File: src/verilog/vr_chk_pkg.sv
package vr_chk_pkg;

	// Error flag positions, one sticky flag per checked parameter
	localparam int ERR_W        = 14;
	localparam int E_PROFILE    = 0;
	localparam int E_TIER       = 1;
	localparam int E_LEVEL      = 2;
	localparam int E_DEPTH      = 3;
	localparam int E_SIZE       = 4;
	localparam int E_COLOUR_PR  = 5;
	localparam int E_COLOUR_CFG = 6;
	localparam int E_RATE       = 7;
	localparam int E_FIXED_RATE = 8;
	localparam int E_RAP_GAP    = 9;
	localparam int E_VUI        = 10;
	localparam int E_CHROMA     = 11;
	localparam int E_PROGRESS   = 12;
	localparam int E_ASPECT     = 13;

	localparam logic [6:0]  PROFILE_MAIN10   = 7'h02;
	localparam logic        TIER_MAIN        = 1'h0;
	localparam logic [7:0]  LEVEL_MAX        = 8'h99;
	localparam logic [2:0]  DEPTH_M8_8BIT    = 3'h0;
	localparam logic [2:0]  DEPTH_M8_10BIT   = 3'h2;
	localparam logic [15:0] LUMA_DIM_MAX     = 16'h2000;
	localparam logic [7:0]  CP_BT709         = 8'h01;
	localparam logic [7:0]  CP_BT2020        = 8'h09;
	localparam logic [7:0]  TC_BT709         = 8'h01;
	localparam logic [7:0]  TC_BT2020_SDR    = 8'h0E;
	localparam logic [7:0]  TC_PQ            = 8'h10;
	localparam logic [7:0]  MC_BT709         = 8'h01;
	localparam logic [7:0]  MC_BT2020        = 8'h09;
	localparam logic [1:0]  CHROMA_420       = 2'h1;
	localparam logic [7:0]  ASPECT_SQUARE    = 8'h01;

	// Frame rates as time_scale / units_in_tick = RATE_NUM / RATE_DEN
	localparam int          RATE_CNT = 11;
	localparam int          RATE_NUM [RATE_CNT] = '{24, 25, 30, 24000, 30000, 50, 60, 60000, 90, 100, 120};
	localparam int          RATE_DEN [RATE_CNT] = '{1, 1, 1, 1001, 1001, 1, 1, 1001, 1, 1, 1};

	// Decode time stamps count at 90 kHz
	localparam int          DTS_HZ        = 90000;
	localparam int          RAP_MAX_S     = 5;
	localparam logic [32:0] RAP_MAX_TICKS = 33'(RAP_MAX_S * DTS_HZ);

	typedef enum logic [1:0] {
		CFG_NONE     = 2'b00,
		CFG_BT709    = 2'b01,
		CFG_2020_SDR = 2'b10,
		CFG_2020_PQ  = 2'b11
	} colour_cfg_t;

endpackage : vr_chk_pkg

File: src/verilog/rate_if.sv
`timescale 1ns/1ps
interface rate_if;
	logic        valid;
	logic [31:0] units;
	logic [31:0] scale;
	logic        done;
	logic        ok;

	modport requester (output valid, output units, output scale, input done, input ok);
	modport matcher   (input valid, input units, input scale, output done, output ok);
endinterface : rate_if

File: src/verilog/frame_rate_match.sv
`timescale 1ns/1ps
module frame_rate_match
	import vr_chk_pkg::*;
(
	input wire logic clk,
	input wire logic rst_n,
	rate_if.matcher  rif
);
	logic [RATE_CNT-1:0] hit;
	logic                done_d;
	logic                done_q;
	logic                ok_d;
	logic                ok_q;

	// One exact cross-multiplied compare per permitted rate
	genvar g;
	generate
		for (g = 0; g < RATE_CNT; g++) begin : g_rate
			assign hit[g] = (64'(rif.scale) * 64'(RATE_DEN[g])) == (64'(rif.units) * 64'(RATE_NUM[g]));
		end
	endgenerate

	always_comb begin
		done_d = rif.valid;
		ok_d   = rif.valid ? ((rif.units != 32'h0) && (|hit)) : ok_q;
	end

	always_ff @(posedge clk or negedge rst_n) begin
		if (!rst_n) begin
			done_q <= 1'b0;
			ok_q   <= 1'b0;
		end else begin
			done_q <= done_d;
			ok_q   <= ok_d;
		end
	end

	assign rif.done = done_q;
	assign rif.ok   = ok_q;

	a_rate_120hz: assert property (@(posedge clk) disable iff (!rst_n)
		rif.valid && rif.units == 32'h1 && rif.scale == 32'h78 |=> rif.done && rif.ok)
		else $error("120 Hz timing not accepted");
	a_rate_zero_tick: assert property (@(posedge clk) disable iff (!rst_n)
		rif.valid && rif.units == 32'h0 |=> !rif.ok)
		else $error("Zero tick count accepted");
endmodule : frame_rate_match

File: src/flat_wrapper.sv
// flat-port wrapper written by rule: the top's interface ports become plain ports
module frame_rate_match_flat import vr_chk_pkg::*;
  (clk, rst_n, rif_valid, rif_units, rif_scale, rif_done, rif_ok);
  rate_if rif_i ();
  input wire logic clk;
  input wire logic rst_n;
  input wire logic [$bits(rif_i.valid)-1:0] rif_valid;
  input wire logic [$bits(rif_i.units)-1:0] rif_units;
  input wire logic [$bits(rif_i.scale)-1:0] rif_scale;
  output wire logic [$bits(rif_i.done)-1:0] rif_done;
  output wire logic [$bits(rif_i.ok)-1:0] rif_ok;
  assign rif_i.valid = rif_valid;
  assign rif_i.units = rif_units;
  assign rif_i.scale = rif_scale;
  assign rif_done = rif_i.done;
  assign rif_ok = rif_i.ok;
  frame_rate_match u_core (.clk(clk), .rst_n(rst_n), .rif(rif_i));
endmodule
File: config.mk
export PLATFORM = sky130hd
export DESIGN_NAME = frame_rate_match_flat
export DESIGN_NICKNAME = d
export VERILOG_FILES = /design/src/verilog/vr_chk_pkg.sv /design/src/verilog/rate_if.sv /design/src/verilog/frame_rate_match.sv /design/src/flat_wrapper.sv
export SDC_FILE = /design/constraint.sdc
export NUM_CORES = 2
export LEC_CHECK = 0
export BUFFER_PORTS_ARGS = -buffer_cell sky130_fd_sc_hd__buf_2
export CORE_ASPECT_RATIO = 0.7
export CORE_UTILIZATION = 60
export DETAILED_ROUTE_END_ITERATION = 7
export MAX_ROUTING_LAYER = met4
export PLACE_DENSITY_LB_ADDON = 0.2
export SKIP_LAST_GASP = 1
export SYNTH_ARGS = -nofsm -noshare
export SYNTH_HDL_FRONTEND = slang
export SYNTH_SLANG_ARGS = --single-unit
File: constraint.sdc
create_clock -name clk -period 3.5 [get_ports clk]
set_clock_uncertainty 0.05 [all_clocks]
set_input_delay 0.7 -clock clk [delete_from_list [all_inputs] [get_ports clk]]
set_output_delay 0.7 -clock clk [all_outputs]
set_load 0.05 [all_outputs]
==> run metrics <==
outcome=complete, but fails checks; violated checks=DRC, setup timing; top post-synthesis cells by area=fa_1 (30%), ha_1 (16%), inv_1 (7.9%); Worst Path Required=3.58 ns; DP HPWL=146 mm; Num CTS Buffers=3; max incr delay on CP=0.62 ns; Nets=between 6000 and 7000; first-pass GRT wire length=246 mm; core area=~60000 sq um; startpoint types=primary input; clk root buf=clkbuf_16; CP top delay family=adder cells; Main synth FF type=dfrtp_1; top cells by count, synth=inv_1 (761), fa_1 (549), ha_1 (471), xnor2_1 (323), a21oi_1 (252); cell mode on critical path=fa_1; clk buf depth=2; number of hold buffers added after cts=0; ys async rst share=100%; Final Max Tran Viols=0; drt pass-1 iters=8; CP arrival=about 7.4 ns; CTS tree=yes; Final setup viols=1; final setup TNS=-3.82 ns; PortBufs=just under 70; unrepaired setup endpoints after global routing=yes; clock transition at the registers of the reported paths=~0.040 ns; largest net degree at the start of global routing=16; Layout area overhead=36.0%; final worst slack=-3.82 ns; vias in the first global route=40738; Die H=between 200 and 250 um; crit-path max FO=5; min-delay worst type=primary input to asynchronous set/reset pin; syn avg cell area=roughly 8.4 sq um; Synth Register Bits=2; final WL=roughly 170 mm; Starting Density=between 60% and 70%; # IOs=approximately 70; DRT antenna net count=0; Hold Vio Cnt, Final=0; TritonCTS sink count=2; post-synth top area share=a little under a third; Synth area leader=fa_1; DRC Markers=17; worst-margin pin slew=around 1.1 ns; sequential fraction of the synthesis area=less than 1%; crit path cell chain=buf_2, fa_1, inv_1, fa_1, fa_1, inv_1, fa_1, fa_1, ha_1, a21oi_2, o21ai_2, a211o_1, a21oi_4, o21bai_2, o31a_1, xor2_2, buf_4, xor2_1, or4_1, or4_4, nor4_2, a31oi_1, o311ai_1; Final Cycle Share=209%; Syn. warnings=0; GRT Total Usage=55.8%; die area=61100 sq um; htree depth=1; Synth cell types=98; max capacitance violation total=0; fraction of layout cells with a size suffix above 1=a little under a third; initial antenna violation count=17; Post-synth EDFFs=0; gpl congestion=1.18; Syn Nets=5396; WS Path Type=primary input to flop; max_slew headroom=a little under 30%; die width=between 200 and 300 um; critical path endpoint category=flop; worst path bufs/invs=4; Rows=74; minimum clock period=about 7.3 ns; top-count cell post-synth=inv_1; via count=about 42000; Cells after Synth=around 4300; synthesized cell area=~36000 sq um; Worst-Skew Late Latency=~0.24 ns; Vias/cell=about 6.3; Max stage delay cell, worst path=fa_1; first-iteration detailed-routing DRC count=approximately 6700; Avg WL per Cell=about 26 um; fmax=137 MHz; grt ovf=0
placed cells by master (no fill, tap or decap), drive strengths merged, types with 148 or more instances in the layout:
cell   synthesis  layout
fa           549     549
nand2        232     232
o21ai        173     173
ha           471     471
inv          761     760
xor2         148     148
xnor2        323     323
buf           17    1602
a21oi        255     255
nor2         203     203
cell families (layout without fill, tap and decap cells):
family	after synthesis	after routing	share of synthesized area (%)
other	0	22	0
adder cells (fa/ha/maj)	1020	1020	46.8
AND/OR/NAND/NOR	948	948	13.2
AO/OA/AOI/OAI	930	930	17.2
XOR/XNOR	490	490	12.6
multiplexers	25	25	0.718
flip-flops	2	2	0.139
buffers and inverters	894	2368	9.34
layout make-up:
cell class	count	area, sq um
multi-input combinational	3413	33100
tap	798	998
sequential	2	50.0
antenna	22	55.1
inverter	761	2860
clock buffer	3	75.1
fill	3724	9800
timing repair buffer	1604	11900
sequential cells by signal, indices dropped and copies added, names as in the netlist:
name and cells:
u_core.rif.done 1, u_core.rif.ok 1
worst reg2reg max path: stages, from the launching register on:
cell	delay (ns)
dfrtp_1	0.40
o21ai_0	0.15
buf_4	0.18
nor4_1	0.46
buf_4	0.29
nand4_1	0.12
nor4_1	0.23
buf_4	0.20
nand4_1	0.13
nor4_1	0.18
buf_4	0.20
nand3_1	0.10
nor4_1	0.26
a31oi_1	0.11
o311ai_1	0.08
worst paths after layout:
check,start,end,cells after the start,slack [ns]
max,rif_scale[6],u_core.rif.ok$_DFFE_PN0P_,23,-3.82
min in group clk,rif_valid,u_core.rif.done$_DFF_PN0_,2,0.78
min,rst_n,u_core.rif.done$_DFF_PN0_,1,0.27
min reg2reg,u_core.rif.ok$_DFFE_PN0P_,u_core.rif.ok$_DFFE_PN0P_,5,1.13
max reg2reg,u_core.rif.ok$_DFFE_PN0P_,u_core.rif.ok$_DFFE_PN0P_,14,0.25
max in group asynchronous,rst_n,u_core.rif.ok$_DFFE_PN0P_,1,2.94
repair_timing:
item	4_1_cts	5_1_grt
buffers inserted	2	8
cloned	0	0
pin swaps	9	20
endpoints found under the setup margin	1	1
gates resized for setup	10	40
per-stage QoR:
step | util (%) | hold WS, ns | worst slack, ns | instance area [sq um] | cells
4_1_cts | 82.8 | 0.251 | -3.47 | 48800 | 6573
3_5_place_dp | 82.6 | 0.500 | -4.05 | 48600 | 6568
2_1_floorplan | - | 0.354 | -2.94 | 36300 | 4309
6_report | 83.4 | 0.265 | -3.82 | 49100 | 6603
3_3_place_gp | 82.6 | 0.497 | -3.90 | 48600 | 6568
5_1_grt | 83.3 | 0.261 | -4.04 | 49100 | 6598
metal layers:
| layer | wire length [um] | up-vias | part of all wire, % | GRT usage, % |
|---|---|---|---|---|
| li1 | - | 17573 | - | - |
| met1 | 62800 | 19571 | 37 | 71.2 |
| met2 | 63200 | 3525 | 37 | 71.3 |
| met3 | 32000 | 873 | 19 | 26.8 |
| met4 | 13100 | 0 | 7.7 | 29.8 |
| met5 | 0 | - | 0 | - |
Power is not shown: default switching activity piles up to over one toggle a cycle in this logic, so the estimate is an artifact.
